### config.mk
export PLATFORM = sky130hd
export DESIGN_NAME = fan_monitor_config_readout_regs
export DESIGN_NICKNAME = d
export VERILOG_FILES = /design/src/verilog/fan_auto_select.v /design/src/verilog/fan_monitor_config_readout_regs.v
export VERILOG_INCLUDE_DIRS = /design/src /design/src/inc
export SDC_FILE = /design/constraint.sdc
export NUM_CORES = 1
export LEC_CHECK = 0
export BUFFER_PORTS_ARGS = -buffer_cell sky130_fd_sc_hd__buf_2
export CAP_MARGIN = 15
export CORE_MARGIN = 2
export CORE_UTILIZATION = 34
export DETAILED_ROUTE_END_ITERATION = 8
export PLACE_DENSITY = 0.52
export SETUP_SLACK_MARGIN = 0.3
export SLEW_MARGIN = 20
export SYNTH_ARGS = -nofsm -noshare
export SYNTH_HDL_FRONTEND = slang
export SYNTH_SLANG_ARGS = --single-unit
export TNS_END_PERCENT = 1
### constraint.sdc
create_clock -name sys_clk -period 16.68 [get_ports sys_clk]
set_clock_uncertainty 0.2 [all_clocks]
set_input_delay 3.336 -clock sys_clk [delete_from_list [all_inputs] [get_ports sys_clk]]
set_output_delay 3.336 -clock sys_clk [all_outputs]
set_load 0.02 [all_outputs]
### src/inc/fan_monitor_defs.vh
`ifndef FAN_MONITOR_DEFS_VH
`define FAN_MONITOR_DEFS_VH

// =====================================================================
// register offsets
`define OFS_PIN_TACH_CFG     8'h02
`define OFS_CHANNEL_SEL_CFG  8'h03
`define OFS_FAN_A_AUTO       8'h05
`define OFS_FAN_B_AUTO       8'h06
`define OFS_LOW_BITS_A       8'h08
`define OFS_LOW_BITS_B       8'h09
`define OFS_INPUT_A_READ     8'h0A
`define OFS_INPUT_B_READ     8'h0B
`define OFS_SUPPLY_READ      8'h0C
`define OFS_REMOTE_A_READ    8'h0D
`define OFS_ONCHIP_READ      8'h0E

// =====================================================================
// power-on values
`define RST_PIN_TACH_CFG     8'hC0
`define RST_CHANNEL_SEL_CFG  8'h00
`define RST_FAN_AUTO         8'h0C
`define RST_READING          8'h00
`define RST_LOW_BITS         2'h0

// =====================================================================
// pin_and_tach_config fields
`define PTC_PIN_SEL_HI       1
`define PTC_PIN_SEL_LO       0
`define PTC_HOT_COOL         2
`define PTC_QUICK_TACH       3
`define PTC_TACH_A_CONT      4
`define PTC_TACH_B_CONT      5
`define PTC_OVERTEMP_SIGNAL_A_SEL      6
`define PTC_OVERTEMP_SIGNAL_B_SEL      7
`define PTC_UNLOCKED_MASK    8'h30
`define PIN_FAN_ON           2'h0
`define PIN_OVERTEMP         2'h1

// =====================================================================
// channel_select_config fields
`define CSC_CHAN_HI          2
`define CSC_CHAN_LO          0
`define CSC_ONE_CHANNEL      3
`define CSC_FAN_A_FLOOR      4
`define CSC_FAN_B_FLOOR      5
`define CSC_WRITE_MASK       8'h3F

// =====================================================================
// fan auto control fields
`define AFC_OVERTEMP_SIGNAL_A_DIODE_B  0
`define AFC_OVERTEMP_SIGNAL_B          1
`define AFC_REMOTE_A         2
`define AFC_ONCHIP           3
`define AFC_DIRECT           4
`define AFC_MIN              5
`define AFC_SPINUP           6
`define AFC_MAX              7

// =====================================================================
// levels and timing
`define DUTY_FULL            8'hFF
`define DUTY_OFF             8'h00
`define CLK_MHZ              250
`define TACH_SLOW_MS         1000
`define TACH_QUICK_MS        250

`endif

### src/verilog/fan_auto_select.v
`timescale 1ns/1ps
`include "fan_monitor_defs.vh"

module fan_auto_select (
   input  wire       sys_clk,
   input  wire       reset,
   input  wire [7:0] ctrl,
   input  wire       thermASel,
   input  wire       thermBSel,
   input  wire       diodeBSel,
   input  wire [7:0] thermADemand,
   input  wire [7:0] thermBDemand,
   input  wire [7:0] diodeBDemand,
   input  wire [7:0] remoteADemand,
   input  wire [7:0] onchipDemand,
   input  wire [7:0] minLevel,
   input  wire [7:0] spinupLevel,
   input  wire [7:0] directLevel,
   input  wire       floorEn,
   input  wire       boostAct,
   output reg  [7:0] duty_r
);

   function [7:0] max8;
      input [7:0] a;
      input [7:0] b;
      begin
         max8 = (a > b) ? a : b;
      end
   endfunction

   reg [7:0] src0;
   reg [7:0] autoLvl;
   reg [7:0] duty_nxt;

   // =====================================================================
   // source merge and override priority
   always @* begin
      src0 = `DUTY_OFF;
      if (ctrl[`AFC_OVERTEMP_SIGNAL_A_DIODE_B] && diodeBSel)
         src0 = diodeBDemand;
      else if (ctrl[`AFC_OVERTEMP_SIGNAL_A_DIODE_B] && thermASel)
         src0 = thermADemand;
      autoLvl = src0;
      if (ctrl[`AFC_OVERTEMP_SIGNAL_B] && thermBSel && !diodeBSel)
         autoLvl = max8(autoLvl, thermBDemand);
      if (ctrl[`AFC_REMOTE_A])
         autoLvl = max8(autoLvl, remoteADemand);
      if (ctrl[`AFC_ONCHIP])
         autoLvl = max8(autoLvl, onchipDemand);
      if (floorEn)
         autoLvl = max8(autoLvl, minLevel);
      if (boostAct)
         duty_nxt = `DUTY_FULL;
      else if (ctrl[`AFC_MAX])
         duty_nxt = `DUTY_FULL;
      else if (ctrl[`AFC_SPINUP])
         duty_nxt = spinupLevel;
      else if (ctrl[`AFC_MIN])
         duty_nxt = minLevel;
      else if (ctrl[`AFC_DIRECT])
         duty_nxt = directLevel;
      else
         duty_nxt = autoLvl;
   end

   always @(posedge sys_clk or posedge reset) begin
      if (reset)
         duty_r <= `DUTY_OFF;
      else
         duty_r <= duty_nxt;
   end

endmodule // fan_auto_select

### src/verilog/fan_monitor_config_readout_regs.v
// Contract
// - lock freezes config 3 except bits 4,5
// - pin selector: fan-on, overtemp, cpu-hot input
// - hot-cooling plus cpu-hot forces full duty
// - quick-tach measures every 250 ms
// - bits 4,5 enable continuous tach per input
// - bits 6,7 choose thermistor per input
// - one-channel mode selects converted input
// - floor bits keep automatic-mode duty at or above minimum
// - config 4 bits 6,7 read zero
// - several sources: highest demand wins
// - source bits map to four temperature sources
// - upper control bits override lower bits
// - direct drive uses written output level
// - low bits A holds four reading pairs
// - low bits B holds on-chip pair only
// - low-bits read freezes its reading group
// - 0x0A-0x0C give input and supply MSBs
// - 0x0D-0x0E give temperature MSBs, reset zero
// - lock is set once, held until reset
// - second diode overrides thermistor selection
`timescale 1ns/1ps
`include "fan_monitor_defs.vh"

module fan_monitor_config_readout_regs #(
   parameter TACH_SLOW_CYCLES  = `TACH_SLOW_MS * 1000 * `CLK_MHZ,
   parameter TACH_QUICK_CYCLES = `TACH_QUICK_MS * 1000 * `CLK_MHZ
) (
   input  wire       sys_clk,
   input  wire       reset,
   input  wire [7:0] regAddr,
   input  wire       regWrEn,
   input  wire [7:0] regWrData,
   input  wire       regRdEn,
   output reg  [7:0] regRdData_r,
   input  wire       lockSetReq,
   output reg        lock_r,
   input  wire       secondRemoteDiode,
   input  wire       measValid,
   input  wire [9:0] inputAValue,
   input  wire [9:0] inputBValue,
   input  wire [9:0] supplyValue,
   input  wire [9:0] remoteAValue,
   input  wire [9:0] onchipValue,
   input  wire [7:0] thermADemand,
   input  wire [7:0] thermBDemand,
   input  wire [7:0] diodeBDemand,
   input  wire [7:0] remoteADemand,
   input  wire [7:0] onchipDemand,
   input  wire [7:0] fanAMinLevel,
   input  wire [7:0] fanBMinLevel,
   input  wire [7:0] fanASpinupLevel,
   input  wire [7:0] fanBSpinupLevel,
   input  wire [7:0] fanAOutputLevel,
   input  wire [7:0] fanBOutputLevel,
   output wire [7:0] fanADuty,
   output wire [7:0] fanBDuty,
   input  wire       cpuHotIn,
   input  wire       overtempIn,
   output reg        multiPinOut_r,
   output reg        multiPinOe_r,
   output reg        cpuHotSeen_r,
   output wire       tachAContinuous,
   output wire       tachBContinuous,
   output reg        tachMeasureStrobe_r,
   output wire       inputAThermistorEn,
   output wire       inputBThermistorEn,
   output wire       secondDiodeEn,
   output wire       oneChannelMode,
   output wire [2:0] channelField
);

   // =====================================================================
   // configuration registers
   reg  [7:0] pinTachCfg_r;
   reg  [7:0] chanSelCfg_r;
   reg  [7:0] fanAAuto_r;
   reg  [7:0] fanBAuto_r;
   wire       wrPinTach = regWrEn && (regAddr == `OFS_PIN_TACH_CFG);
   wire       wrChanSel = regWrEn && (regAddr == `OFS_CHANNEL_SEL_CFG);
   wire       wrFanA    = regWrEn && (regAddr == `OFS_FAN_A_AUTO);
   wire       wrFanB    = regWrEn && (regAddr == `OFS_FAN_B_AUTO);

   always @(posedge sys_clk or posedge reset) begin
      if (reset) begin
         lock_r <= 1'b0;
      end else if (lockSetReq) begin
         lock_r <= 1'b1;
      end
   end

   always @(posedge sys_clk or posedge reset) begin
      if (reset) begin
         pinTachCfg_r <= `RST_PIN_TACH_CFG;
         chanSelCfg_r <= `RST_CHANNEL_SEL_CFG;
         fanAAuto_r   <= `RST_FAN_AUTO;
         fanBAuto_r   <= `RST_FAN_AUTO;
      end else begin
         if (wrPinTach) begin
            if (lock_r)
               pinTachCfg_r <= (pinTachCfg_r & ~`PTC_UNLOCKED_MASK)
                             | (regWrData & `PTC_UNLOCKED_MASK);
            else
               pinTachCfg_r <= regWrData;
         end
         if (wrChanSel)
            chanSelCfg_r <= regWrData & `CSC_WRITE_MASK;
         if (wrFanA)
            fanAAuto_r <= regWrData;
         if (wrFanB)
            fanBAuto_r <= regWrData;
      end
   end

   // =====================================================================
   // configuration decode
   wire [1:0] multiPinFunctionSelect = pinTachCfg_r[`PTC_PIN_SEL_HI:`PTC_PIN_SEL_LO];
   wire       pinIsCpuHot = multiPinFunctionSelect[1];
   wire       hotFullCooling = pinTachCfg_r[`PTC_HOT_COOL];
   wire       quickTach = pinTachCfg_r[`PTC_QUICK_TACH];
   wire       boostAct = hotFullCooling && pinIsCpuHot && cpuHotIn;

   assign tachAContinuous    = pinTachCfg_r[`PTC_TACH_A_CONT];
   assign tachBContinuous    = pinTachCfg_r[`PTC_TACH_B_CONT];
   assign secondDiodeEn      = secondRemoteDiode;
   assign inputAThermistorEn = pinTachCfg_r[`PTC_OVERTEMP_SIGNAL_A_SEL] && !secondRemoteDiode;
   assign inputBThermistorEn = pinTachCfg_r[`PTC_OVERTEMP_SIGNAL_B_SEL] && !secondRemoteDiode;
   assign oneChannelMode     = chanSelCfg_r[`CSC_ONE_CHANNEL];
   assign channelField       = chanSelCfg_r[`CSC_CHAN_HI:`CSC_CHAN_LO];

   // =====================================================================
   // multi-function pin
   always @(posedge sys_clk or posedge reset) begin
      if (reset) begin
         multiPinOut_r <= 1'b0;
         multiPinOe_r  <= 1'b0;
         cpuHotSeen_r  <= 1'b0;
      end else begin
         cpuHotSeen_r <= pinIsCpuHot && cpuHotIn;
         if (pinIsCpuHot) begin
            multiPinOe_r  <= 1'b0;
            multiPinOut_r <= 1'b0;
         end else if (multiPinFunctionSelect == `PIN_OVERTEMP) begin
            multiPinOe_r  <= 1'b1;
            multiPinOut_r <= overtempIn;
         end else begin
            multiPinOe_r  <= 1'b1;
            multiPinOut_r <= (fanADuty != `DUTY_OFF);
         end
      end
   end

   // =====================================================================
   // tach measurement interval
   reg [31:0] tachCnt_r;
   wire [31:0] tachLimit = quickTach ? TACH_QUICK_CYCLES : TACH_SLOW_CYCLES;

   always @(posedge sys_clk or posedge reset) begin
      if (reset) begin
         tachCnt_r           <= 32'h00000000;
         tachMeasureStrobe_r <= 1'b0;
      end else if (tachCnt_r >= tachLimit - 32'h00000001) begin
         tachCnt_r           <= 32'h00000000;
         tachMeasureStrobe_r <= 1'b1;
      end else begin
         tachCnt_r           <= tachCnt_r + 32'h00000001;
         tachMeasureStrobe_r <= 1'b0;
      end
   end

   // =====================================================================
   // fan control, one instance per fan
   wire [15:0] autoCtrlBus = {fanBAuto_r, fanAAuto_r};
   wire [15:0] minBus      = {fanBMinLevel, fanAMinLevel};
   wire [15:0] spinupBus   = {fanBSpinupLevel, fanASpinupLevel};
   wire [15:0] directBus   = {fanBOutputLevel, fanAOutputLevel};
   wire [1:0]  floorBus    = {chanSelCfg_r[`CSC_FAN_B_FLOOR], chanSelCfg_r[`CSC_FAN_A_FLOOR]};
   wire [15:0] dutyBus;

   genvar f;
   generate
      for (f = 0; f < 2; f = f + 1) begin : gFan
         fan_auto_select uSel (
            .sys_clk      (sys_clk),
            .reset        (reset),
            .ctrl         (autoCtrlBus[8*f+7:8*f]),
            .thermASel    (inputAThermistorEn),
            .thermBSel    (inputBThermistorEn),
            .diodeBSel    (secondRemoteDiode),
            .thermADemand (thermADemand),
            .thermBDemand (thermBDemand),
            .diodeBDemand (diodeBDemand),
            .remoteADemand(remoteADemand),
            .onchipDemand (onchipDemand),
            .minLevel     (minBus[8*f+7:8*f]),
            .spinupLevel  (spinupBus[8*f+7:8*f]),
            .directLevel  (directBus[8*f+7:8*f]),
            .floorEn      (floorBus[f]),
            .boostAct     (boostAct),
            .duty_r       (dutyBus[8*f+7:8*f])
         );
      end
   endgenerate

   assign fanADuty = dutyBus[7:0];
   assign fanBDuty = dutyBus[15:8];

   // =====================================================================
   // readings with freeze groups
   reg  [9:0] inputAHold_r;
   reg  [9:0] inputBHold_r;
   reg  [9:0] supplyHold_r;
   reg  [9:0] remoteAHold_r;
   reg  [9:0] onchipHold_r;
   reg        freezeA_r;
   reg        freezeB_r;
   reg  [3:0] pendA_r;
   reg  [3:0] pendA_nxt;
   reg        pendB_r;

   wire rdLowA   = regRdEn && (regAddr == `OFS_LOW_BITS_A);
   wire rdLowB   = regRdEn && (regAddr == `OFS_LOW_BITS_B);
   wire rdInA    = regRdEn && (regAddr == `OFS_INPUT_A_READ);
   wire rdInB    = regRdEn && (regAddr == `OFS_INPUT_B_READ);
   wire rdSupply = regRdEn && (regAddr == `OFS_SUPPLY_READ);
   wire rdRemA   = regRdEn && (regAddr == `OFS_REMOTE_A_READ);
   wire rdOnchip = regRdEn && (regAddr == `OFS_ONCHIP_READ);

   always @* begin
      pendA_nxt = pendA_r & ~{rdRemA, rdSupply, rdInB, rdInA};
      if (rdLowA)
         pendA_nxt = 4'hF;
   end

   always @(posedge sys_clk or posedge reset) begin
      if (reset) begin
         freezeA_r <= 1'b0;
         freezeB_r <= 1'b0;
         pendA_r   <= 4'h0;
         pendB_r   <= 1'b0;
      end else begin
         pendA_r   <= pendA_nxt;
         freezeA_r <= (pendA_nxt != 4'h0);
         if (rdLowB) begin
            pendB_r   <= 1'b1;
            freezeB_r <= 1'b1;
         end else if (rdOnchip) begin
            pendB_r   <= 1'b0;
            freezeB_r <= 1'b0;
         end
      end
   end

   always @(posedge sys_clk or posedge reset) begin
      if (reset) begin
         inputAHold_r  <= {`RST_READING, `RST_LOW_BITS};
         inputBHold_r  <= {`RST_READING, `RST_LOW_BITS};
         supplyHold_r  <= {`RST_READING, `RST_LOW_BITS};
         remoteAHold_r <= {`RST_READING, `RST_LOW_BITS};
         onchipHold_r  <= {`RST_READING, `RST_LOW_BITS};
      end else if (measValid) begin
         if (!freezeA_r && !rdLowA) begin
            inputAHold_r  <= inputAValue;
            inputBHold_r  <= inputBValue;
            supplyHold_r  <= supplyValue;
            remoteAHold_r <= remoteAValue;
         end
         if (!freezeB_r && !rdLowB)
            onchipHold_r <= onchipValue;
      end
   end

   // =====================================================================
   // read mux
   reg [7:0] rdData_nxt;

   always @* begin
      case (regAddr)
         `OFS_PIN_TACH_CFG:    rdData_nxt = pinTachCfg_r;
         `OFS_CHANNEL_SEL_CFG: rdData_nxt = chanSelCfg_r & `CSC_WRITE_MASK;
         `OFS_FAN_A_AUTO:      rdData_nxt = fanAAuto_r;
         `OFS_FAN_B_AUTO:      rdData_nxt = fanBAuto_r;
         `OFS_LOW_BITS_A:      rdData_nxt = {inputAHold_r[1:0], inputBHold_r[1:0],
                                             supplyHold_r[1:0], remoteAHold_r[1:0]};
         `OFS_LOW_BITS_B:      rdData_nxt = {6'h00, onchipHold_r[1:0]};
         `OFS_INPUT_A_READ:    rdData_nxt = inputAHold_r[9:2];
         `OFS_INPUT_B_READ:    rdData_nxt = inputBHold_r[9:2];
         `OFS_SUPPLY_READ:     rdData_nxt = supplyHold_r[9:2];
         `OFS_REMOTE_A_READ:   rdData_nxt = remoteAHold_r[9:2];
         `OFS_ONCHIP_READ:     rdData_nxt = onchipHold_r[9:2];
         default:              rdData_nxt = 8'h00;
      endcase
   end

   always @(posedge sys_clk or posedge reset) begin
      if (reset)
         regRdData_r <= 8'h00;
      else if (regRdEn)
         regRdData_r <= rdData_nxt;
   end

endmodule // fan_monitor_config_readout_regs
### After elaboration in Yosys (flattened, before gate mapping)

Cells that the tools add are included.

* flip-flop bits (word level): 147
* input bits: 163
* output and inout port bits: 38
* logic and storage cells: 124

* add/subtract/negate cells: 2
* $lt $le $gt $ge: 9
* equality and inequality tests: 12
* multiplexer cells: 41
* bitwise logic cells: 3
* reductions and logical operators: 36

Operators with widths (number)
* $mux W8: 31
* $pmux W8 S11: 1
* $gt A8 B8 Y1: 8
* $eq A8 B4 Y1 const B: 7
* $add A32 B1 Y32 const B: 1
* $ge A32 B32 Y1: 1
* $mux W32: 1
* $sub A28 B1 Y29 const B: 1
* $mux W28: 1
* $logic_and A1 B1 Y1: 26
* $eq A8 B2 Y1 const B: 2
* $eq A8 B3 Y1 const B: 2
* $or A8 B6 Y8: 1
* $reduce_bool A8 Y1: 1
* $mux W1: 6
* $logic_not A1 Y1: 5
* $and A4 B4 Y4: 1
* $mux W4: 1
* $not A4 Y4: 1
* $reduce_and A2 Y1: 2
* $reduce_bool A4 Y1: 1
* $eq A2 B1 Y1 const B: 1
* $reduce_bool A2 Y1: 1

### Logic depth before layout (Yosys ltp)

Gate-level depths: netlist of the first run.

* word-level depth: 22
* depth in mapped cells: 39
* gate-level depth less buffers: 32

### By module

A second synthesis of the first run with hierarchy kept.

* cell total of the unflattened synthesis: 1120
* area, all modules: 10943.0 sq um

Modules (own cells, without submodules)
* fan_monitor_config_readout_regs: times used 1, cells an instance 562, area an instance 6776.5 sq um, seq. area each 3285.7 sq um
* fan_auto_select: times used 2, cells an instance 279, area an instance 2083.2 sq um, seq. area each 200.2 sq um

### Worst setup path after synthesis of the first run

Ideal clock, no wire load.

* path type: input to register
* start point: in secondRemoteDiode
* end point: reg gFan[1].uSel.duty_r[1]
* setup time: 0.134 ns
* data arrival time: 9.996 ns
* data required time: 16.346 ns
* setup slack: 6.350 ns
* cell stages on the path: 36
* path buffers: 6
* cell sequence: clkbuf_1 -> nor2b_1 -> buf_2 -> a22o_1 -> and2_1 -> ha_1 -> nand4_1 -> or2_1 -> a21boi_1 -> nor3b_1 -> nor2_1 -> inv_1 -> ha_1 -> nor2b_1 -> o211ai_1 -> a21oi_1 -> o22ai_1 -> clkbuf_1 -> o21ai_0 -> ha_1 -> nor2b_1 -> o211ai_1 -> a21oi_1 -> or3_1 -> buf_1 -> a32oi_1 -> nand2_1 -> ha_1 -> nand3_1 -> nand4b_1 -> or4_1 -> clkbuf_1 -> and3_1 -> buf_2 -> o32ai_1 -> a31oi_1

* longest elaborated chain between the ends: 22

Ends and longest elaborated chain
* from (decl): line fan_monitor_config_readout_regs.v:38 `input wire secondRemoteDiode,`
* $logic_not A1 Y1 (*): line fan_monitor_config_readout_regs.v:126 `` assign inputAThermistorEn = pinTachCfg_r[`PTC_OVERTEMP_SIGNAL_A_SEL] && !secondRemoteDiode; ``
* $logic_and A1 B1 Y1 (*): line fan_monitor_config_readout_regs.v:126
* via inputAThermistorEn: line fan_monitor_config_readout_regs.v:66 `output wire inputAThermistorEn,`
* $logic_and A1 B1 Y1 (*): line fan_auto_select.v:42 `` else if (ctrl[`AFC_OVERTEMP_SIGNAL_A_DIODE_B] && thermASel) ``
* $mux W8 (*): line fan_auto_select.v:42
* $mux W8 (*): line fan_auto_select.v:40 `` if (ctrl[`AFC_OVERTEMP_SIGNAL_A_DIODE_B] && diodeBSel) ``
* $gt A8 B8 Y1: line fan_auto_select.v:28 `max8 = (a > b) ? a : b;`
* $mux W8: line fan_auto_select.v:28
* [... 8 more ...]
* $mux W8: line fan_auto_select.v:28
* $mux W8 (*): line fan_auto_select.v:51 `if (floorEn)`
* $mux W8 (*): line fan_auto_select.v:61 `` else if (ctrl[`AFC_DIRECT]) ``
* $mux W8 (*): line fan_auto_select.v:59 `` else if (ctrl[`AFC_MIN]) ``
* $mux W8 (*): line fan_auto_select.v:57 `` else if (ctrl[`AFC_SPINUP]) ``
* $mux W8 (*): line fan_auto_select.v:55 `` else if (ctrl[`AFC_MAX]) ``
* $mux W8 (*): line fan_auto_select.v:53 `if (boostAct)`
* via gFan[1].uSel.duty_nxt[1]: line fan_auto_select.v:34 `reg [7:0] duty_nxt;`
* to (signal assigned): line fan_auto_select.v:69 `` duty_r <= `DUTY_OFF; ``
* to (signal assigned): line fan_auto_select.v:71 `duty_r <= duty_nxt;`
* to (decl): line fan_auto_select.v:21 `output reg [7:0] duty_r`

Mark *: on every way through the listed nets, which the timed path passes. The rest lies on a longest branch.
A chain may end at the register's enable or synchronous reset.

### Worst setup path in the final report of the first run

* start point: in secondRemoteDiode
* end point: reg gFan[0].uSel.duty_r[3]

* longest elaborated chain between the ends: 22

Ends and longest elaborated chain
* $logic_not A1 Y1: line fan_auto_select.v:45, fan_monitor_config_readout_regs.v:126, fan_monitor_config_readout_regs.v:127
* $logic_and A1 B1 Y1: line fan_monitor_config_readout_regs.v:126
* $logic_and A1 B1 Y1: line fan_auto_select.v:42
* $mux W8: line fan_auto_select.v:42
* $mux W8: line fan_auto_select.v:40
* $gt A8 B8 Y1: line fan_auto_select.v:28
* $mux W8: line fan_auto_select.v:28
* $mux W8 (*): line fan_auto_select.v:45 `` if (ctrl[`AFC_OVERTEMP_SIGNAL_B] && thermBSel && !diodeBSel) ``
* [... 7 more ...]
* $mux W8: line fan_auto_select.v:28
* $mux W8 (*): line fan_auto_select.v:51
* $mux W8 (*): line fan_auto_select.v:61
* $mux W8 (*): line fan_auto_select.v:59
* $mux W8 (*): line fan_auto_select.v:57
* $mux W8 (*): line fan_auto_select.v:55
* $mux W8 (*): line fan_auto_select.v:53
* via gFan[0].uSel.duty_nxt[3]: line fan_auto_select.v:34
* to (signal assigned): line fan_auto_select.v:69
* to (signal assigned): line fan_auto_select.v:71
* to (decl): line fan_auto_select.v:21

Marks and branches as above.

==> results of run 1 <==
==> layer usage <==
metal	part of all wire [%]	wire [um]	GRT usage, %
met2	46	15800	34.1
met4	2.0	678	6.25
met3	5.9	2010	3.07
met5	0	0	0
met1	46	15700	29.4
==> flip-flops by register name, summed over array words and instances (netlist names), 6 cells and up <==
signal	cells
pinTachCfg_r	8
tachCnt_r	32
remoteAHold_r	10
chanSelCfg_r	6
inputAHold_r	10
inputBHold_r	10
fanAAuto_r	8
onchipHold_r	10
supplyHold_r	10
fanBAuto_r	8
regRdData_r	8
gFan.uSel.duty_r	16
==> area by class of cell <==
class,instances,area share [%]
multi-input cells,850,51.0
well taps,396,4.01
clock buffers,18,3.47
clock inverters,14,1.30
diodes,1,0.0203
inverters,61,1.89
repair buffers,205,8.41
flip-flops and latches,147,29.8
==> power breakdown <==
| group | leakage (uW) | internal [uW] | switching [uW] |
|---|---|---|---|
| Clock | 0.000287 | 214 | 177 |
| Sequential | 0.00182 | 433 | 54.7 |
| Combinational | 0.00363 | 144 | 121 |
| Total | 0.00575 | 792 | 353 |
==> logic make-up after synthesis <==
family,Yosys count
and+or+nand+nor,376
AOI/OAI and AO/OA,279
DFF,147
buffers and inverters,116
muxes,84
adders and majority gates,81
xor gates and xnor gates,27
other,1
==> metrics by stage <==
step | power (uW) | cells | worst slack (ns) | util [%]
finish | 1140 | 1692 | 5.59 | 40.6
global route | 1200 | 1692 | 4.87 | 40.6
floorplan | 664 | 1113 | 6.35 | -
global placement | 755 | 1659 | 5.56 | 38.6
detailed placement | 757 | 1659 | 5.33 | 38.6
CTS | 1150 | 1691 | 5.78 | 40.6
==> critical path: cells and delay by family <==
kind	cells	cell delay, ns
compound gates	12	3.44
buf+inv	3	0.57
simple gates	14	2.73
fa+ha+maj	4	1.09
==> synth_stat cells, drive strengths merged, types with 4 or more instances <==
| master | number | area, um2 |
|---|---|---|
| inv | 61 | 229 |
| nor2b | 18 | 113 |
| ha | 81 | 1010 |
| xnor2 | 7 | 61.3 |
| a21o | 5 | 37.5 |
| a211oi | 18 | 135 |
| a221oi | 5 | 43.8 |
| nor3 | 24 | 141 |
| a22oi | 14 | 105 |
| o21ai | 45 | 225 |
| mux2 | 79 | 1080 |
| o22ai | 5 | 31.3 |
| a32oi | 17 | 149 |
| a221o | 16 | 160 |
| mux2i | 5 | 50.1 |
| clkbuf | 29 | 109 |
| o32ai | 16 | 140 |
| nand4 | 19 | 119 |
| buf | 26 | 150 |
| dfrtp | 141 | 3530 |
| a31oi | 23 | 144 |
| nand3 | 34 | 175 |
| nand2b | 9 | 56.3 |
| dfstp | 6 | 158 |
| o31ai | 4 | 30.0 |
| nor4 | 7 | 50.1 |
| a22o | 11 | 96.3 |
| o211ai | 24 | 180 |
| nor3b | 14 | 105 |
| a21oi | 49 | 245 |
| nor2 | 94 | 373 |
| and2 | 26 | 163 |
| xor2 | 20 | 175 |
| nand2 | 95 | 357 |
| and3 | 18 | 113 |
==> final timing paths <==
kind	startpoint	endpoint	slack [ns]	depth (start not counted)
max	secondRemoteDiode	gFan[0].uSel.duty_r[3]$_DFF_PP0_	5.59	33
min	pendA_r[2]$_DFF_PP0_	pendA_r[2]$_DFF_PP0_	0.28	1
max reg2reg	pinTachCfg_r[6]$_DFFE_PP1P_	gFan[0].uSel.duty_r[3]$_DFF_PP0_	8.07	32
min reg2reg	pendA_r[2]$_DFF_PP0_	pendA_r[2]$_DFF_PP0_	0.28	1
max in group asynchronous	reset	gFan[0].uSel.duty_r[6]$_DFF_PP0_	12.00	3
min in group asynchronous	reset	inputBHold_r[0]$_DFFE_PP0P_	2.82	2
==> impl_metrics.py, run 1 <==
metrics = {
    "route": {
        "wl_per_cell_um": 20.2,
        "viasPerCell": 5.50,
        "detail-route-antenna-nets": 0,
        "vias": 9305,
        "drc": 0,
        "drt_iter0_markers": 703,
        "wl_mm": 34.2,
        "dr.pass1.iters": 5,
    },
    "sta": {
        "post-route-period-util_pct": 66.5,
        "tns_ns": 0,
        "drv_slew": 0,
        "fmax_ghz": 0.0902,
        "fin_crit_ns": 11.09,
        "tightestPinTransition_ns": 1.08,
        "final-setup-viol-count": 0,
        "hold_violations": 0,
        "relSlewSlack_pct": 27.8,
        "whs_ns": 0.285,
        "rsz0062_at_grt": "no",
    },
    "floorplanning": {
        "core_mm2": 0.0304,
        "rows": 64,
        "die_h_um": 179,
        "initial_core_util_pct": 34.3,
        "ios": 201,
        "die_w_um": 179,
        "dieArea_mm2": 0.0322,
    },
    "finish": {
        "layout_common_cells": "buf_2 (200), dfrtp_1 (141), nand2_1 (95), nor2_1 (90), ha_1 (81)",
        "stdcell_area_mm2": 0.0124,
        "final_common_cell": "buf_2",
        "drive_above_1_share_pct": 25.3,
        "area_delta_synth_final_pct": 18.2,
        "regArea_mm2": 0.00369,
        "multiInputGateArea_mm2": 0.00630,
        "final_nets": 1526,
        "nFillCells": 3114,
    },
    "yosys": {
        "synth_mux_area_share_pct": 10.8,
        "synthCells": 1111,
        "synthArstFlopShare_pct": 100,
        "synth_xor_area_share_pct": 2.26,
        "synth_compound_area_share_pct": 19.0,
        "synthAdderAreaFrac_pct": 9.70,
        "synth_simple_gate_area_share_pct": 18.3,
        "syn_area_per_cell_um2": 9.41,
        "ys_seq_elements": 147,
        "synth-edff-count": 0,
        "synth_flop_cell": "dfrtp_1",
        "synth_top_family_by_area": "compound AO/OA/AOI/OAI gates",
        "yosys_warnings": 0,
        "yosysUniqueCellTypes": 78,
        "yosysSeqAreaShare_pct": 35.3,
        "syn_area_mm2": 0.0105,
    },
    "critical_path": {
        "cp_common_cell": "nand2_1",
        "end_kind": "register",
        "cp.required_ns": 16.76,
        "cp_slowest_cell": "o31ai_1",
        "arrival_ns": 11.17,
        "max_stage_delay_ns": 0.71,
        "path_max_fanout": 16,
        "startpoint_type": "primary input",
        "crit_type": "in2reg",
    },
    "cts": {
        "clock-sinks": 147,
        "cts_resized": 0,
        "root_buffer": "clkbuf_16",
        "h-tree-depth": 4,
        "cts_made_buffers": 17,
        "cts_tree": "yes",
        "cts-hold-fix-buffers": 0,
        "cts_setup_buffers": 0,
        "clkTransAtPathRegs_ns": 0.07,
        "clkLatencyLatePin_ns": 0.43,
        "cts_max_path_buffers": 2,
    },
    "grt": {
        "grt_use_total_pct": 21.2,
        "grt_max_degree": 77,
        "antenna_found_initial": 2,
        "grt_pass1_wl_mm": 52.1,
        "gr-total-overflow": 0,
        "grt_pass1_vias": 9118,
    },
    "placement": {
        "place.gp.congestion": 0.933,
        "dp_hpwl_mm": 26.9,
        "port_buffers": 200,
        "place_area_mm2": 0.0118,
    },
    "power": {
        "power_density_mw_per_mm2": 92.7,
        "ir_drop_v": 0.0000733,
        "leakage_uw": 0.00575,
    },
    "min_path": {
        "min_path_type": "reg2reg",
    },
    "job": {
        "cap_violations": 0,
    },
    "outcome": {
        "outcome": "complete, no violations",
    },
}
(Power assumes the default switching activity.)
==> run 2: changes to the inputs <==
Settings changed: ABC_AREA set to 1, PLACE_DENSITY 0.52 to 0.55.
Clock period 16.68 ns to 9.3 ns, I/O delays scaled along.
==> impl_metrics.py, run 2 <==
metrics = {
    "outcome": {
        "outcome": "complete, no violations",
    },
    "finish": {
        "largest_reg_flops": 32,
        "regArea_mm2": 0.00369,
        "layout_common_cells": "nand2_1 (338), buf_2 (200), inv_1 (165), dfrtp_1 (141), nand3_1 (121)",
        "nFillCells": 2997,
        "stdcell_area_mm2": 0.0120,
        "top_register": "tachCnt_r",
        "area_delta_synth_final_pct": 20.4,
        "drive_above_1_share_pct": 18.8,
        "final_nets": 1756,
        "top_regs": "tachCnt_r (32), gFan.uSel.duty_r (16)",
        "multiInputGateArea_mm2": 0.00546,
        "final_common_cell": "nand2_1",
    },
    "sta": {
        "tightestPinTransition_ns": 0.880,
        "rsz0062_at_grt": "no",
        "tns_ns": 0,
        "post-route-period-util_pct": 89.2,
        "final-setup-viol-count": 0,
        "hold_violations": 0,
        "layout_setup_ws_ns": 1.01,
        "fin_crit_ns": 8.29,
        "drv_slew": 0,
        "fmax_ghz": 0.121,
        "relSlewSlack_pct": 41.3,
    },
    "grt": {
        "grt_use_total_pct": 20.7,
        "gr-total-overflow": 0,
        "grt_max_degree": 81,
        "grt_pass1_vias": 9146,
        "grt_pass1_wl_mm": 49.2,
        "antenna_found_initial": 3,
    },
    "cts": {
        "clock-sinks": 147,
        "clkTransAtPathRegs_ns": 0.07,
        "cts-hold-fix-buffers": 0,
        "cts_resized": 0,
        "root_buffer": "clkbuf_16",
        "clkLatencyLatePin_ns": 0.43,
        "h-tree-depth": 4,
        "cts_max_path_buffers": 2,
        "cts_made_buffers": 17,
        "cts_setup_buffers": 0,
        "cts_tree": "yes",
    },
    "floorplanning": {
        "dieArea_mm2": 0.0306,
        "initial_core_util_pct": 34.6,
        "die_h_um": 175,
        "rows": 62,
        "die_w_um": 175,
        "ios": 201,
        "core_mm2": 0.0288,
    },
    "yosys": {
        "synth_flop_cell": "dfrtp_1",
        "yosysUniqueCellTypes": 48,
        "synthArstFlopShare_pct": 100,
        "yosysSeqAreaShare_pct": 37.1,
        "yosys_warnings": 0,
        "syn_area_per_cell_um2": 7.56,
        "synth_top_cell_area_share_pct": 35.5,
        "synthTopCellsByArea": "dfrtp_1 (35%), nand2_1 (13%), ha_1 (10%), inv_1 (6.3%), nand3_1 (6.1%)",
        "synth_common_cells": "nand2_1 (339), inv_1 (166), dfrtp_1 (141)",
        "synth.most_common_cell": "nand2_1",
        "ys_seq_elements": 147,
        "synthCells": 1316,
        "synth_top_area_cell": "dfrtp_1",
        "synth-edff-count": 0,
        "syn_area_mm2": 0.00995,
    },
    "critical_path": {
        "path_max_fanout": 9,
        "startpoint_type": "primary input",
        "max_stage_delay_ns": 0.31,
        "arrival_ns": 8.41,
        "cp_common_cell": "nand2_1",
        "r2r_end": "gFan[1].uSel.duty_r[5]$_DFF_PP0_",
        "cp.required_ns": 9.41,
        "end_kind": "register",
        "ff2ff_setup_slack_ns": 1.95,
        "cp_slowest_cell": "o22ai_1",
        "worstRegToRegCells": 50,
        "timing.rr.start": "pinTachCfg_r[6]$_DFFE_PP1P_",
        "crit_type": "in2reg",
    },
    "placement": {
        "dp_hpwl_mm": 25.1,
        "pre_cts_ws_ns": 0.531,
        "place_area_mm2": 0.0113,
        "port_buffers": 200,
        "place.gp.congestion": 0.930,
    },
    "job": {
        "cap_violations": 0,
    },
    "route": {
        "viasPerCell": 4.95,
        "drc": 0,
        "dr.pass1.iters": 6,
        "wl_mm": 31.6,
        "drt_iter0_markers": 779,
        "wl_per_cell_um": 16.5,
        "detail-route-antenna-nets": 0,
        "vias": 9450,
    },
    "min_path": {
        "hold_depth": 2,
        "min_path_type": "reg2reg",
        "hold_path_startpoint": "pendA_r[1]$_DFF_PP0_",
        "hold_path_end": "pendA_r[1]$_DFF_PP0_",
    },
    "power": {
        "leakage_uw": 0.00649,
        "power_density_mw_per_mm2": 150,
        "ir_drop_v": 0.000131,
    },
}
==> run 2: cell types whose count changed in the layout (fill, tap and decap cells not counted), moves of 23 or more <==
cell,change
and2_1,-23
nand3_1,+88
mux2_4,-50
nand2_1,+243
a21oi_1,+52
inv_1,+106
==> run 2: layout make-up <==
| type | instances | area share [%] |
|---|---|---|
| Antenna cell | 1 | 0.0209 |
| Clock buffer | 17 | 3.55 |
| Inverter | 181 | 5.72 |
| Clock inverter | 15 | 1.57 |
| Sequential cell | 147 | 30.8 |
| Timing Repair Buffer | 206 | 8.74 |
| Tap cell | 384 | 4.01 |
| Multi-Input combinational cell | 959 | 45.6 |
==> run 2: critical path: cells and delay by family <==
| kind | cells | cell delay (ns) |
|---|---|---|
| compound gates | 7 | 0.99 |
| buf+inv | 5 | 0.60 |
| fa+ha+maj | 4 | 1.17 |
| simple gates | 34 | 3.78 |
==> run 2: worst max-delay path by stage <==
stage                       from                                to  slack (ns)
4_1_cts        secondRemoteDiode  gFan[1].uSel.duty_r[2]$_DFF_PP0_        0.96
3_3_place_gp   secondRemoteDiode  gFan[1].uSel.duty_r[2]$_DFF_PP0_        0.56
6_report       secondRemoteDiode  gFan[1].uSel.duty_r[5]$_DFF_PP0_        1.01
5_1_grt        secondRemoteDiode  gFan[1].uSel.duty_r[2]$_DFF_PP0_        0.31
3_5_place_dp   secondRemoteDiode  gFan[1].uSel.duty_r[2]$_DFF_PP0_        0.53
2_1_floorplan  secondRemoteDiode  gFan[1].uSel.duty_r[6]$_DFF_PP0_        1.25
==> run 2: where the power goes <==
group	total, uW	internal [uW]	switching [uW]
logic	320	121	199
clock network	719	387	331
registers	753	711	41.8
total	1790	1220	572
==> run 2: cells by family (layout without fill, tap and decap cells) <==
family	count (synthesis)	count (layout)	share of synthesized area, %
fa+ha+maj	81	81	10.2
simple gates	608	608	26.7
xor+xnor	25	25	2.20
compound gates	210	210	12.0
mux	32	32	3.62
buf+inv	212	419	8.19
flops	147	147	37.1
other cells	1	4	0.0377
==> run 2: metal layers <==
layer,up-vias,track usage [%],wire (um)
met5,-,0,21
met4,4,5.63,554
met3,35,4.61,2160
met2,322,34.1,14700
met1,4336,27.5,14200
li1,4753,-,-
==> run 2: stage by stage <==
| step | hold WS, ns | power, uW | instances | utilization, % |
|---|---|---|---|---|
| final | 0.271 | 1790 | 1910 | 41.6 |
| after global routing | 0.303 | 1890 | 1909 | 41.6 |
| after CTS | 0.276 | 1810 | 1909 | 41.6 |
| after detailed placement | 0.260 | 1090 | 1877 | 39.4 |
| after global placement | 0.260 | 1080 | 1877 | 39.4 |
| after floorplan | 0.230 | 961 | 1318 | - |
==> run 3: changes to the inputs <==
Settings changed: ABC_CLOCK_PERIOD_IN_PS set to 9390, PLACE_DENSITY 0.55 to 0.53.
Clock period 9.3 ns to 9.39 ns, I/O delays scaled along.
==> impl_metrics.py, run 3 (synthesis results as in run 2) <==
metrics = {
    "cts": {
        "cts_max_path_buffers": 2,
        "cts_tree": "yes",
        "root_buffer": "clkbuf_16",
        "h-tree-depth": 4,
        "cts_made_buffers": 17,
        "cts_setup_buffers": 0,
        "clkTransAtPathRegs_ns": 0.06,
        "clkLatencyLatePin_ns": 0.42,
        "clock-sinks": 147,
    },
    "sta": {
        "tightestPinTransition_ns": 0.858,
        "final-setup-viol-count": 0,
        "drv_slew": 0,
        "relSlewSlack_pct": 42.8,
        "fin_crit_ns": 8.30,
        "whs_ns": 0.273,
        "fmax_ghz": 0.120,
        "post-route-period-util_pct": 88.4,
        "rsz0062_at_grt": "no",
        "tns_ns": 0,
        "hold_violations": 0,
    },
    "outcome": {
        "outcome": "complete, no violations",
    },
    "floorplanning": {
        "core_mm2": 0.0288,
        "die_h_um": 175,
        "ios": 201,
        "dieArea_mm2": 0.0306,
        "rows": 62,
        "initial_core_util_pct": 34.6,
        "die_w_um": 175,
    },
    "grt": {
        "gr-total-overflow": 0,
        "grt_pass1_vias": 9123,
        "grt_max_degree": 83,
        "grt_use_total_pct": 20.5,
        "grt_pass1_wl_mm": 49.1,
        "antenna_found_initial": 5,
    },
    "finish": {
        "stdcell_area_mm2": 0.0119,
        "largest_reg_flops": 32,
        "stdcell_count": 1910,
        "final_common_cell": "nand2_1",
        "top_register": "tachCnt_r",
        "final_nets": 1754,
        "area_delta_synth_final_pct": 20.1,
        "drive_above_1_share_pct": 18.7,
        "regArea_mm2": 0.00369,
        "layout_common_cells": "nand2_1 (337), buf_2 (200), inv_1 (165), dfrtp_1 (141), nand3_1 (121)",
        "multiInputGateArea_mm2": 0.00546,
        "nFillCells": 2977,
        "top_regs": "tachCnt_r (32), gFan.uSel.duty_r (16)",
    },
    "critical_path": {
        "worstRegToRegCells": 46,
        "end_kind": "register",
        "path_buf_inv": 4,
        "r2r_end": "gFan[1].uSel.duty_r[7]$_DFF_PP0_",
        "cp_common_cell": "nand2_1",
        "timing.rr.start": "pinTachCfg_r[6]$_DFFE_PP1P_",
        "cp.depth": 46,
        "ff2ff_setup_slack_ns": 2.08,
        "critical-path-top-delay-family": "simple AND/OR/NAND/NOR gates",
        "cp_slowest_cell": "o21ai_1",
        "crit_type": "in2reg",
        "arrival_ns": 8.46,
        "startpoint_type": "primary input",
        "cp.required_ns": 9.55,
        "path_max_fanout": 9,
        "max_stage_delay_ns": 0.49,
    },
    "route": {
        "wl_per_cell_um": 16.4,
        "vias": 9360,
        "dr.pass1.iters": 5,
        "drt_iter0_markers": 629,
        "wl_mm": 31.3,
        "detail-route-antenna-nets": 0,
        "drc": 0,
        "viasPerCell": 4.90,
    },
    "placement": {
        "placed_cells": 1875,
        "place_area_mm2": 0.0113,
        "place.gp.congestion": 0.912,
        "port_buffers": 200,
        "dp_hpwl_mm": 25.0,
    },
    "power": {
        "total_power_uw": 1760,
        "leakage_uw": 0.00647,
        "power_density_mw_per_mm2": 147,
        "ir_drop_v": 0.000111,
    },
    "min_path": {
        "hold_path_startpoint": "pinTachCfg_r[6]$_DFFE_PP1P_",
        "hold_path_end": "pinTachCfg_r[6]$_DFFE_PP1P_",
        "min_path_type": "reg2reg",
        "hold_depth": 2,
    },
    "job": {
        "cap_violations": 0,
    },
}
[run 3: changes by cell type in the layout (fill, tap and decap cells not counted), sizes merged]
| cell | before | now |
|---|---|---|
| buf | 206 | 204 |
| bufinv | 1 | 2 |
| clkbuf | 17 | 19 |
| clkinv | 8 | 9 |
| diode | 1 | 3 |
| inv | 186 | 182 |
[run 3: final cells by class]
| type | instances | area share (%) |
|---|---|---|
| Inverter | 181 | 5.73 |
| Multi-Input combinational cell | 959 | 45.7 |
| Sequential cell | 147 | 30.9 |
| Timing Repair Buffer | 204 | 8.63 |
| Antenna cell | 3 | 0.0629 |
| Clock inverter | 13 | 1.26 |
| Tap cell | 384 | 4.02 |
| Clock buffer | 19 | 3.71 |
[run 3: report_power, final]
| group | total, uW | internal [uW] | switching, uW |
|---|---|---|---|
| logic | 316 | 119 | 197 |
| clock network | 694 | 403 | 291 |
| registers | 745 | 705 | 40.3 |
| total | 1760 | 1230 | 528 |
[run 3: layer usage]
metal	GRT usage, %	part of all wire (%)	up-vias
met5	0	0.035	-
met4	6.11	2.0	2
met3	4.81	6.3	35
met2	34.0	47	269
met1	26.7	45	4308
li1	-	-	4746
[run 3: worst register-to-register path, delay by kind of cell (launching register included)]
family                   cells  cell delay (ns)
adder cells (fa/ha/maj)      4             1.16
buffers and inverters        4             0.22
AND/OR/NAND/NOR             34             3.91
AO/OA/AOI/OAI                4             1.20
flip-flops                   1             0.53
[run 3: worst max path at each step]
stage | start | to | slack (ns)
final | secondRemoteDiode | gFan[1].uSel.duty_r[7]$_DFF_PP0_ | 1.09
after global placement | secondRemoteDiode | gFan[1].uSel.duty_r[7]$_DFF_PP0_ | 0.74
after detailed placement | secondRemoteDiode | gFan[1].uSel.duty_r[2]$_DFF_PP0_ | 0.49
after CTS | secondRemoteDiode | gFan[1].uSel.duty_r[7]$_DFF_PP0_ | 0.91
after global routing | secondRemoteDiode | gFan[1].uSel.duty_r[5]$_DFF_PP0_ | 0.37
after floorplan | secondRemoteDiode | gFan[1].uSel.duty_r[6]$_DFF_PP0_ | 1.32
[run 3: timing repair]
| item | CTS | global route |
|---|---|---|
| hold endpoints to repair | 0 | 0 |
| gates resized for setup | 0 | 2 |
| endpoints found under the setup margin | 0 | 8 |
| hold buffers | 0 | 0 |
[run 3: per-stage QoR]
step	setup slack, ns	util (%)
floorplan	1.32	-
global placement	0.745	39.4
detailed placement	0.494	39.4
CTS	0.914	41.4
global route	0.366	41.5
finish	1.09	41.5
